`src/common/sbim_pkg.sv`:
```
package sbim_pkg;

  // ----------------------------------------
  // register offsets (byte addresses)
  // ----------------------------------------
  localparam logic [7:0] SBIM_PRIO_OFS = 8'h0C;
  localparam logic [7:0] SBIM_STAT_OFS = 8'h10;
  localparam logic [7:0] SBIM_PEND_OFS = 8'h14;
  localparam logic [7:0] SBIM_PTR_OFS = 8'h18;
  localparam logic [7:0] SBIM_TXMAP_OFS = 8'h1C;
  localparam logic [7:0] SBIM_RXSZ1_OFS = 8'h20;
  localparam logic [7:0] SBIM_RXOF1_OFS = 8'h24;
  localparam logic [7:0] SBIM_RXSZ2_OFS = 8'h28;
  localparam logic [7:0] SBIM_RXOF2_OFS = 8'h2C;
  localparam logic [7:0] SBIM_RXSZ3_OFS = 8'h30;
  localparam logic [7:0] SBIM_RXOF3_OFS = 8'h34;
  localparam logic [7:0] SBIM_RXSZ4_OFS = 8'h38;
  localparam logic [7:0] SBIM_RXOF4_OFS = 8'h3C;
  localparam logic [7:0] SBIM_CTRL_OFS = 8'h40;

  // ----------------------------------------
  // fields and reset values
  // ----------------------------------------
  localparam int SBIM_CTRL_LOCAL_BIT = 0;
  localparam int SBIM_CTRL_CFG_BIT = 1;
  localparam logic [31:0] SBIM_RESET_VAL = 32'h0000_0000;
  localparam logic [31:0] SBIM_WORD_MASK = 32'hFFFF_FFFC;
  localparam logic [31:0] SBIM_CTRL_MASK = 32'h0000_0003;
  localparam logic [25:0] SBIM_TX_ADDR_MASK = 26'h3FF_FFFF;
  localparam int SBIM_NOPEND_BIT = 31;
  localparam int SBIM_REGIONS = 4;

  // bus write from software
  typedef struct packed {
    logic [7:0] addr;
    logic [31:0] data;
  } sbim_wr_s;

  // interrupt packet sender state
  typedef enum logic [0:0] {
    SBIM_IDLE = 1'b0,
    SBIM_SEND = 1'b1
  } sbim_pkt_e;

endpackage

```
`src/logic/sbim_rx_map.sv`:
```
`timescale 1ns/10ps
// receive address translation over the mapped regions
module sbim_rx_map #(
  parameter int REGIONS = 4
) (
  input wire logic [31:0] i_addr,
  input wire logic [REGIONS*32-1:0] i_size,
  input wire logic [REGIONS*32-1:0] i_offset,
  output logic [31:0] o_addr,
  output logic o_hit
);
  import sbim_pkg::*;

  logic [REGIONS-1:0] below;
  logic [REGIONS*32-1:0] trans;

  // per region compare and add
  genvar g;
  generate
    for (g = 0; g < REGIONS; g++) begin : g_reg
      assign below[g] = i_addr < i_size[g*32 +: 32];
      assign trans[g*32 +: 32] = i_addr + i_offset[g*32 +: 32];
    end
  endgenerate

  // lowest numbered region wins
  always_comb begin
    o_addr = i_addr;
    o_hit = 1'b0;
    for (int k = REGIONS - 1; k >= 0; k--) begin
      if (below[k]) begin
        o_addr = trans[k*32 +: 32];
        o_hit = 1'b1;
      end
    end
  end

endmodule // sbim_rx_map

```
`src/logic/sbim_top.sv`:
```
// Design decision made here: the plain strobed port.
`timescale 1ns/10ps
// What this block does
// - status register shows unmasked state of each of 32 sources
// - writing one to a set status bit clears it
// - interrupt output high when any status bit set and local mode on
// - with local mode off, pending register holds bits awaiting forwarding
// - pending bits sent in a packet are then cleared
// - writing zero to a pending bit does nothing
// - writing one to pending, local mode off, sends an interrupt packet
// - writing one to pending, local mode on, raises interrupt output
// - outbound address is bus address [25:0] minus the rebase field
// - inbound address below region size gets region offset added
// - four size and offset region pairs, first picked by size one
// - priority vector reports lowest set status bit; writing it clears it
module sbim_top (
  input wire logic i_clk,
  input wire logic i_resetn,
  input wire logic [7:0] i_addr,
  input wire logic [31:0] i_wdata,
  input wire logic i_wr,
  input wire logic i_rd,
  output logic [31:0] o_rdata,
  input wire logic [31:0] i_irq_src,
  output logic o_module_interrupt_out,
  output logic o_pkt_valid,
  output logic [31:0] o_pkt_bits,
  input wire logic i_pkt_ready,
  input wire logic [31:0] i_tx_bus_addr,
  output logic [25:0] o_tx_pkt_addr,
  input wire logic [31:0] i_rx_pkt_addr,
  output logic [31:0] o_rx_local_addr,
  output logic o_rx_hit,
  output logic o_local_mode,
  output logic o_int_to_cfg
);
  import sbim_pkg::*;

  // ----------------------------------------
  // register storage
  // ----------------------------------------
  sbim_wr_s wr;
  logic [31:0] status_reg;
  logic [31:0] pending_reg;
  logic [31:0] ptr_reg;
  logic [31:0] txmap_reg;
  logic [31:0] ctrl_reg;
  logic [SBIM_REGIONS*32-1:0] size_reg;
  logic [SBIM_REGIONS*32-1:0] ofs_reg;
  sbim_pkt_e pkt_reg;
  logic local_mode;
  logic [4:0] prio_vec;
  logic any_status;
  logic [31:0] stat_clr;
  logic [31:0] pend_set;
  logic [31:0] pkt_clr;
  logic [31:0] rdata_next;
  logic [31:0] rx_addr;
  logic rx_hit;

  assign wr = '{addr: i_addr, data: i_wdata};
  assign local_mode = ctrl_reg[SBIM_CTRL_LOCAL_BIT];
  assign any_status = |status_reg;

  // ----------------------------------------
  // interrupt status and priority vector
  // ----------------------------------------

  // lowest numbered status bit is highest priority
  always_comb begin
    prio_vec = 5'h00;
    for (int k = 31; k >= 0; k--) begin
      if (status_reg[k]) begin
        prio_vec = k[4:0];
      end
    end
  end

  // clear mask from status or priority writes
  always_comb begin
    stat_clr = 32'h0000_0000;
    if (i_wr && wr.addr == SBIM_STAT_OFS) begin
      stat_clr = wr.data;
    end else if (i_wr && wr.addr == SBIM_PRIO_OFS) begin
      stat_clr[wr.data[4:0]] = 1'b1;
    end
  end

  // pending write sets, local-mode writes land in status
  assign pend_set = (i_wr && wr.addr == SBIM_PEND_OFS) ? wr.data
                                                        : 32'h0000_0000;

  // status: sources and local sets win over clears
  always_ff @(posedge i_clk or negedge i_resetn) begin
    if (!i_resetn) begin
      status_reg <= SBIM_RESET_VAL;
    end else begin
      status_reg <= (status_reg & ~stat_clr) | i_irq_src
                    | (local_mode ? pend_set : 32'h0000_0000);
    end
  end

  // module interrupt output
  always_ff @(posedge i_clk or negedge i_resetn) begin
    if (!i_resetn) begin
      o_module_interrupt_out <= 1'b0;
    end else begin
      o_module_interrupt_out <= (|((status_reg & ~stat_clr) | i_irq_src
                                | pend_set)) && local_mode;
    end
  end

  // ----------------------------------------
  // pending register and packet sender
  // ----------------------------------------

  // bits handed to the link this cycle are cleared
  assign pkt_clr = (pkt_reg == SBIM_SEND && i_pkt_ready) ? o_pkt_bits
                                                          : 32'h0000_0000;

  // pending: ones set, zeros ignored, sent bits cleared, set wins
  always_ff @(posedge i_clk or negedge i_resetn) begin
    if (!i_resetn) begin
      pending_reg <= SBIM_RESET_VAL;
    end else if (!local_mode) begin
      pending_reg <= (pending_reg & ~pkt_clr) | pend_set;
    end
  end

  // packet offered while pending bits wait in forwarding mode
  always_ff @(posedge i_clk or negedge i_resetn) begin
    if (!i_resetn) begin
      pkt_reg <= SBIM_IDLE;
      o_pkt_valid <= 1'b0;
      o_pkt_bits <= SBIM_RESET_VAL;
    end else begin
      case (pkt_reg)
        SBIM_IDLE: begin
          if (!local_mode && |pending_reg) begin
            pkt_reg <= SBIM_SEND;
            o_pkt_valid <= 1'b1;
            o_pkt_bits <= pending_reg;
          end
        end
        SBIM_SEND: begin
          if (i_pkt_ready) begin
            pkt_reg <= SBIM_IDLE;
            o_pkt_valid <= 1'b0;
          end
        end
        default: begin
          pkt_reg <= SBIM_IDLE;
          o_pkt_valid <= 1'b0;
        end
      endcase
    end
  end

  // ----------------------------------------
  // configuration registers
  // ----------------------------------------

  // pointer, rebase and control
  always_ff @(posedge i_clk or negedge i_resetn) begin
    if (!i_resetn) begin
      ptr_reg <= SBIM_RESET_VAL;
      txmap_reg <= SBIM_RESET_VAL;
      ctrl_reg <= SBIM_RESET_VAL;
    end else if (i_wr) begin
      if (wr.addr == SBIM_PTR_OFS) begin
        ptr_reg <= wr.data & SBIM_WORD_MASK;
      end else if (wr.addr == SBIM_TXMAP_OFS) begin
        txmap_reg <= wr.data & SBIM_WORD_MASK;
      end else if (wr.addr == SBIM_CTRL_OFS) begin
        ctrl_reg <= wr.data & SBIM_CTRL_MASK;
      end
    end
  end

  // region size and offset pairs
  genvar g;
  generate
    for (g = 0; g < SBIM_REGIONS; g++) begin : g_rgn
      always_ff @(posedge i_clk or negedge i_resetn) begin
        if (!i_resetn) begin
          size_reg[g*32 +: 32] <= SBIM_RESET_VAL;
          ofs_reg[g*32 +: 32] <= SBIM_RESET_VAL;
        end else if (i_wr) begin
          if (wr.addr == SBIM_RXSZ1_OFS + 8'(g * 8)) begin
            size_reg[g*32 +: 32] <= wr.data & SBIM_WORD_MASK;
          end else if (wr.addr == SBIM_RXOF1_OFS + 8'(g * 8)) begin
            ofs_reg[g*32 +: 32] <= wr.data & SBIM_WORD_MASK;
          end
        end
      end
    end
  endgenerate

  // ----------------------------------------
  // address translation
  // ----------------------------------------
  sbim_rx_map #(
    .REGIONS(SBIM_REGIONS)
  ) u_rx_map (
    .i_addr(i_rx_pkt_addr),
    .i_size(size_reg),
    .i_offset(ofs_reg),
    .o_addr(rx_addr),
    .o_hit(rx_hit)
  );

  // registered translations
  always_ff @(posedge i_clk or negedge i_resetn) begin
    if (!i_resetn) begin
      o_tx_pkt_addr <= 26'h000_0000;
      o_rx_local_addr <= SBIM_RESET_VAL;
      o_rx_hit <= 1'b0;
      o_local_mode <= 1'b0;
      o_int_to_cfg <= 1'b0;
    end else begin
      o_tx_pkt_addr <= (i_tx_bus_addr[25:0] - txmap_reg[25:0])
                       & SBIM_TX_ADDR_MASK;
      o_rx_local_addr <= rx_addr;
      o_rx_hit <= rx_hit;
      o_local_mode <= local_mode;
      o_int_to_cfg <= ctrl_reg[SBIM_CTRL_CFG_BIT];
    end
  end

  // ----------------------------------------
  // read port
  // ----------------------------------------
  always_comb begin
    rdata_next = 32'h0000_0000;
    if (wr.addr == SBIM_PRIO_OFS) begin
      rdata_next = {~any_status, 26'h000_0000, prio_vec};
    end else if (wr.addr == SBIM_STAT_OFS) begin
      rdata_next = status_reg;
    end else if (wr.addr == SBIM_PEND_OFS) begin
      rdata_next = pending_reg;
    end else if (wr.addr == SBIM_PTR_OFS) begin
      rdata_next = ptr_reg;
    end else if (wr.addr == SBIM_TXMAP_OFS) begin
      rdata_next = txmap_reg;
    end else if (wr.addr == SBIM_CTRL_OFS) begin
      rdata_next = ctrl_reg;
    end else begin
      for (int k = 0; k < SBIM_REGIONS; k++) begin
        if (wr.addr == SBIM_RXSZ1_OFS + 8'(k * 8)) begin
          rdata_next = size_reg[k*32 +: 32];
        end else if (wr.addr == SBIM_RXOF1_OFS + 8'(k * 8)) begin
          rdata_next = ofs_reg[k*32 +: 32];
        end
      end
    end
  end

  // read data valid one cycle after the strobe, zero otherwise
  always_ff @(posedge i_clk or negedge i_resetn) begin
    if (!i_resetn) begin
      o_rdata <= SBIM_RESET_VAL;
    end else begin
      o_rdata <= i_rd ? rdata_next : 32'h0000_0000;
    end
  end

  // ----------------------------------------
  // checks
  // ----------------------------------------
  status_clear_a: assert property (@(posedge i_clk) disable iff (!i_resetn)
    (i_wr && i_addr == SBIM_STAT_OFS && i_irq_src == 32'h0000_0000
     && !local_mode) |=> ((status_reg & $past(i_wdata)) == 32'h0000_0000))
    else $error("status bit not cleared");
  status_keep_a: assert property (@(posedge i_clk) disable iff (!i_resetn)
    (!(i_wr && (i_addr == SBIM_STAT_OFS || i_addr == SBIM_PRIO_OFS)))
    |=> ((status_reg & $past(status_reg)) == $past(status_reg)))
    else $error("status bit lost");
  source_seen_a: assert property (@(posedge i_clk) disable iff (!i_resetn)
    |i_irq_src |=> ((status_reg & $past(i_irq_src)) == $past(i_irq_src)))
    else $error("source not shown");
  irq_out_a: assert property (@(posedge i_clk) disable iff (!i_resetn)
    ##1 (o_module_interrupt_out == ($past(local_mode) && |status_reg)))
    else $error("interrupt output wrong");
  local_set_a: assert property (@(posedge i_clk) disable iff (!i_resetn)
    (i_wr && i_addr == SBIM_PEND_OFS && |i_wdata && local_mode)
    |=> o_module_interrupt_out)
    else $error("local set not raised");
  pend_zero_a: assert property (@(posedge i_clk) disable iff (!i_resetn)
    (pkt_reg == SBIM_IDLE || !i_pkt_ready) && !local_mode
    |=> ((pending_reg & $past(pending_reg)) == $past(pending_reg)))
    else $error("pending bit dropped");
  packet_go_a: assert property (@(posedge i_clk) disable iff (!i_resetn)
    (i_wr && i_addr == SBIM_PEND_OFS && |i_wdata && !local_mode
     && pkt_reg == SBIM_IDLE && !ctrl_reg[SBIM_CTRL_LOCAL_BIT]
     && pending_reg == 32'h0000_0000)
    ##1 !local_mode |=> o_pkt_valid)
    else $error("packet not offered");
  packet_clr_a: assert property (@(posedge i_clk) disable iff (!i_resetn)
    (o_pkt_valid && i_pkt_ready && !local_mode
     && !(i_wr && i_addr == SBIM_PEND_OFS))
    |=> ((pending_reg & $past(o_pkt_bits)) == 32'h0000_0000))
    else $error("sent bits not cleared");
  tx_rebase_a: assert property (@(posedge i_clk) disable iff (!i_resetn)
    ##1 (o_tx_pkt_addr == 26'($past(i_tx_bus_addr[25:0])
                              - $past(txmap_reg[25:0]))))
    else $error("tx address wrong");
  rx_first_a: assert property (@(posedge i_clk) disable iff (!i_resetn)
    (i_rx_pkt_addr < size_reg[31:0]) |=>
    (o_rx_hit && o_rx_local_addr == $past(i_rx_pkt_addr)
                                    + $past(ofs_reg[31:0])))
    else $error("rx region one wrong");
  prio_read_a: assert property (@(posedge i_clk) disable iff (!i_resetn)
    (i_rd && i_addr == SBIM_PRIO_OFS && status_reg[0])
    |=> (o_rdata[4:0] == 5'h00 && !o_rdata[SBIM_NOPEND_BIT]))
    else $error("priority vector wrong");

endmodule // sbim_top

```
`config.mk`:
```
export PLATFORM = sky130hd
export DESIGN_NAME = sbim_top
export DESIGN_NICKNAME = d
export VERILOG_FILES = /design/src/common/sbim_pkg.sv /design/src/logic/sbim_rx_map.sv /design/src/logic/sbim_top.sv
export SDC_FILE = /design/constraint.sdc
export NUM_CORES = 1
export LEC_CHECK = 0
export BUFFER_PORTS_ARGS = -buffer_cell sky130_fd_sc_hd__buf_4
export CORE_MARGIN = 3
export CORE_UTILIZATION = 26
export DETAILED_ROUTE_END_ITERATION = 6
export PLACE_DENSITY = 0.46
export REMOVE_ABC_BUFFERS = 1
export SLEW_MARGIN = 20
export SYNTH_ARGS = -nofsm -noshare
export SYNTH_HDL_FRONTEND = slang
export SYNTH_SLANG_ARGS = --single-unit
```
`constraint.sdc`:
```
create_clock -name i_clk -period 8.8 [get_ports i_clk]
set_input_delay 0.44 -clock i_clk [delete_from_list [all_inputs] [get_ports i_clk]]
set_output_delay 0.44 -clock i_clk [all_outputs]
set_load 0.01 [all_outputs]
```
# --- After elaboration in Yosys (flattened, before gate mapping) ---
# Index checks and enable logic that the tools add are counted.
word_totals:
  ff_bits: 494
  input_bits: 141
  output_inout_bits: 127
  wordCells: 158
op_classes:
  addsub: 5
  n_lt_le_gt_ge: 6
  eq_ne: 16
  mux: 68
  bitwise: 16
  n_reduce_logical: 24
ops:
  columns: ["op", "count"]
  rows:
  - ["2-to-1 mux 32 bit", 24]
  - ["2-to-1 mux 5 bit", 32]
  - ["adder 32 bit", 4]
  - ["< comparator 32 bit", 4]
  - ["bitwise OR 32 bit", 4]
  - ["OR reduction 32 bit", 3]
  - ["bitwise AND 32 bit", 2]
  - ["equality test 8 x 6 -> 1 bit, second input constant", 8]
  - ["inverter 32 bit", 2]
  - ["equality test 8 x 5 -> 1 bit, second input constant", 4]
  - ["subtractor 26 bit", 1]
  - ["AND reduction 3 bit", 5]
  - ["AND reduction 2 bit", 7]
  - ["2-to-1 mux 1 bit", 9]
  - ["equality test 8 x 4 -> 1 bit, second input constant", 1]
  - ["equality test 8 x 7 -> 1 bit, second input constant", 1]
  - ["inverter 1 bit", 8]
  - ["logical AND 1 bit", 7]
  - ["< comparator 5 x 6 -> 1 bit, second input constant", 1]
  - ["demux 1 bit (select 5 bit)", 1]
  - ["greater-or-equal comparator 5 x 1 -> 1 bit, second input constant", 1]
  - ["!= test 2 bit, second input constant", 2]
  - ["case mux 1 bit (2 select lines)", 2]
  - ["AND reduction 4 bit", 1]
  - ["logical NOT 1 bit", 1]

# --- Longest topological paths before layout ---
depth:
  depth_word: 34
  depth_mapped: 14
  depth_no_buf: 13

# --- Hierarchy ---
# A second synthesis with hierarchy kept.
hier_totals:
  cells_unflattened: 3341
  area_unflattened_um2: 32626.3
modules_own_cells:
  columns: ["module", "n_inst", "cells_per_inst", "area_per_inst_um2", "seq_area_each_um2"]
  rows:
  - ["sbim_top", 1, 1849, 21952.3, 12361.9]
  - ["sbim_rx_map", 1, 1492, 10674.0, 0.0]

# --- Worst setup path after synthesis ---
# Ideal clock, no wire load.
synth_timing:
  path_kind: "input -> register"
  from: "in i_rx_pkt_addr[11]"
  to: "reg o_rx_local_addr[30]"
  setup_ns: 0.141
  arrival_ns: 2.790
  required_ns: 8.659
  slack_ns: 5.868
  stages: 10
  cell_sequence: "ha_1 -> and3_1 -> a211oi_1 -> a21bo_2 -> a221o_1 -> o41ai_2 -> o21ai_0 -> xor2_1 -> a211oi_1 -> a211oi_1"
synth_via:
  elab_chain_cells: 5
  word_cells_on_any_way: 12
  cone_classes: "add/sub: 4; order compare: 4; mux: 4"
synth_rtl:
  columns: ["item", "line_no", "text"]
  rows:
  - ["start: declaration", "sbim_top.sv:31", "input wire logic [31:0] i_rx_pkt_addr,"]
  - ["adder 32 bit or < comparator 32 bit (tied branches)", "sbim_rx_map.sv:22, sbim_rx_map.sv:21", null]
  - ["2-to-1 mux 32 bit (3 in a row)", "sbim_rx_map.sv:31", "if (below[k]) begin"]
  - ["2-to-1 mux 32 bit (*)", "sbim_rx_map.sv:31", null]
  - ["via rx_addr[30]", "sbim_top.sv:58", "logic [31:0] rx_addr;"]
  - ["end signal: assignment", "sbim_top.sv:223", "o_rx_local_addr <= rx_addr;"]
  - ["end: declaration", "sbim_top.sv:32", "output logic [31:0] o_rx_local_addr,"]
# Mark *: on every way through the listed nets, which the timed path passes. The rest lies on a longest branch.
# A chain may end at the register's enable or synchronous reset.

# --- Final worst setup path ---
layout_timing:
  from: "reg size_reg[7]"
  to: "reg o_rx_local_addr[31]"
layout_via:
  elab_chain_cells: 2
layout_rtl:
  columns: ["item", "line_no", "text"]
  rows:
  - ["start: declaration", "sbim_top.sv:48", "logic [SBIM_REGIONS*32-1:0] size_reg;"]
  - ["start signal: indexed assignment", "sbim_top.sv:190", "size_reg[g*32 +: 32] <= wr.data & SBIM_WORD_MASK;"]
  - ["< comparator 32 bit", "sbim_rx_map.sv:21", "assign below[g] = i_addr < i_size[g*32 +: 32];"]
  - ["2-to-1 mux 32 bit", "sbim_rx_map.sv:31", null]
  - ["via rx_addr[31]", "sbim_top.sv:58", null]
# The timed path passes the listed nets, and every way through them passes these cells.

==> impl_metrics.tcl <==
set metrics [dict create \
    rsz0062_at_grt "false" \
    numCtsBuffers 67 \
    ys_async_sr_fraction 1.00 \
    synthCells 3221 \
    yosys_register_bits 494 \
    drtAntennaViolNets 0 \
    grt_pass1_vias 25956 \
    port_buffers 261 \
    critPathArrivalTime_ps 5110 \
    hold_viol 0 \
    worst_pin_slew_ps 1040 \
    end_kind "flip-flop" \
    period_needed_ps 4620 \
    layout_setup_ws_ps 4180 \
    maxSlewViolCount 0 \
    status "complete, no violations" \
    synth-edff-count 0 \
    gp_congestion 0.888 \
    dpl.cell_count 4984 \
    synth-main-ff-cell "dfrtp_1" \
    cts-root-buf "clkbuf_16" \
    cts_tree "built" \
    drtPass1Iterations 5 \
    drtIter0Drc 2018 \
    row_count 127 \
    leakage_nw 17.0 \
    yosysUniqueCellTypes 86 \
    setup_tns_ps 0 \
    slew_headroom 0.306 \
    synth.area.mux_share 0.124 \
    wl_microns 123000 \
    syn_to_final_growth_pct 19.1 \
    antenna_found_initial 4 \
    post-route-drc-count 0 \
    cts.reportedPaths.clkPinSlew_ps 60 \
    overflow 0 \
    yosys.area.top_type_share 0.391 \
    critPathMaxFanout 21 \
    synth_area_leader_cell "dfrtp_1" \
    drv_cap 0 \
    final_nets 3851 \
    cts.path.max_buffers 3 \
    cts_hold_buf 9 \
    synthTopCellsByArea "dfrtp_1 (39%), mux2_2 (12%), ha_1 (10%), a21oi_1 (4.1%), nand2_1 (3.3%)" \
    vdd_drop_max_mv 0.111 \
    synth_compound_area_frac 0.201 \
    skew_ps 29.9 \
    grt_pass1_wl_microns 178000 \
    dp_slack_ps 3900 \
    io_pins 268 \
    placed_area_sq_mm 0.0353 \
    max_freq_ghz 0.217 \
    synth_top_family_by_area "compound AO/OA/AOI/OAI gates" \
    instances_no_fill 5113 \
    avgViaCountPerCell 5.13 \
    fin_crit_sh 0.525 \
    synth_adder_area_share 0.104 \
    cts_resized 0 \
    routedWlPerCell_microns 24.1 \
    drive_above_1_share 0.229 \
    hold_class "in -> reg" \
    total_power_mw 6.53 \
    fp.dieH_microns 355 \
    syn-cell-area_sq_mm 0.0316 \
    synth_xor_area_frac 0.0297 \
    stdcell_area_sq_mm 0.0376 \
    synth_top_cells_by_count "dfrtp_1 (494), mux2_2 (336), nand2_1 (280)" \
    dpl.hpwl_microns 92300 \
    h-tree-depth 3 \
    critPathKind "reg -> reg" \
    synth_most_common_cell "dfrtp_1" \
    setup_viol 0 \
    clock_sinks 494 \
    final-seq-area_sq_mm 0.0124 \
    yosys_warnings 0 \
    vias 26222 \
    clk_latency_ps 630 \
    grt.total_usage 0.191 \
    multi_input_area_sq_mm 0.0179 \
    grt_max_degree 145 \
    die_x_microns 355 \
    cts_setup_buffers 0 \
    p_per_area_mw_per_mm2 173 \
    syn_avg_cell_area_sq_um 9.81 \
    crit_required_ps 9300 \
    yosys.area_share.simple 0.106 \
    yosysSeqAreaShare 0.391 \
    start_kind "flip-flop" \
    start_util 0.263 \
    fp.coreArea_sq_mm 0.120 \
    die_area_sq_mm 0.126 \
    n_fill_cell 12672 \
]
[cell families (layout without fill, tap and decap cells)]
family	after synthesis	after routing
simple gates	712	712
xor+xnor	107	107
mux	349	349
flops	494	494
fa+ha+maj	260	260
compound gates	940	940
buf+inv	359	636
other cells	0	3
[through the flow]
stage	util	hold WS [ps]
global placement	0.294	432
detailed placement	0.294	437
finish	0.313	34.5
floorplan	-	144
CTS	0.313	0.735
global route	0.313	33.4
[area by class of cell]
cell class | instances | share of cell area
multi-input combinational | 2368 | 0.476
sequential | 494 | 0.329
timing repair buffer | 310 | 0.0630
tap | 1612 | 0.0536
clock buffer | 100 | 0.0524
inverter | 209 | 0.0209
clock inverter | 17 | 0.00565
antenna | 3 | 0.000200
[final timing paths]
| path | startpoint | cells past startpoint | endpoint | slack [ps] |
|---|---|---|---|---|
| setup / recovery | size_reg[7] | 10 | o_rx_local_addr[31] | 4180 |
| hold / removal | i_irq_src[2] | 3 | status_reg[2] | 30 |
| setup reg to reg | size_reg[7] | 10 | o_rx_local_addr[31] | 4180 |
| hold reg to reg | ctrl_reg[1] | 0 | o_int_to_cfg | 450 |
| max in group asynchronous | i_resetn | 4 | o_pkt_bits[31] | 6240 |
| min in group asynchronous | i_resetn | 2 | o_rx_local_addr[7] | 460 |
[where the power goes]
group          leakage, nW  internal [mW]  total [mW]  switching, mW
registers             6.52           2.42        2.53          0.107
clock network         1.06           1.64        2.75           1.11
logic                 9.36          0.518        1.25          0.732
[per-layer routing]
layer  GRT usage  vias up  routed length (microns)
met5           0        -                       23
met4      0.0676        4                     4130
met3      0.0325      164                     6180
met2       0.319      643                    59000
met1       0.247    13095                    54000
li1            -    12316                        -
[cell usage in the layout, fill, tap and decap left out, types with 30 or more instances in the layout]
cell       instances
dfrtp_1          494
mux2_2           336
buf_4            299
nand2_1          279
a21oi_1          258
ha_1             255
inv_1            208
o21ai_0          147
nor2_1           132
a21o_1            77
xnor2_1           72
clkbuf_16         68
nand3_1           63
a31oi_1           53
a22o_1            51
a22oi_1           50
o21a_1            37
a211oi_1          36
xor2_1            35
nor3_1            33
a221oi_1          33
nor4_1            30
[worst max-delay path: stages (launching register included)]
cell and delay [ps]:
dfrtp_1 380, inv_1 60, ha_1 280, and3_1 180
a221oi_1 510, o21ai_0 390, a211oi_1 770, a211o_1 840
nor2_1 420, a31o_1 320, nor4_2 310
Note: power is estimated with default switching activity, not from simulation.
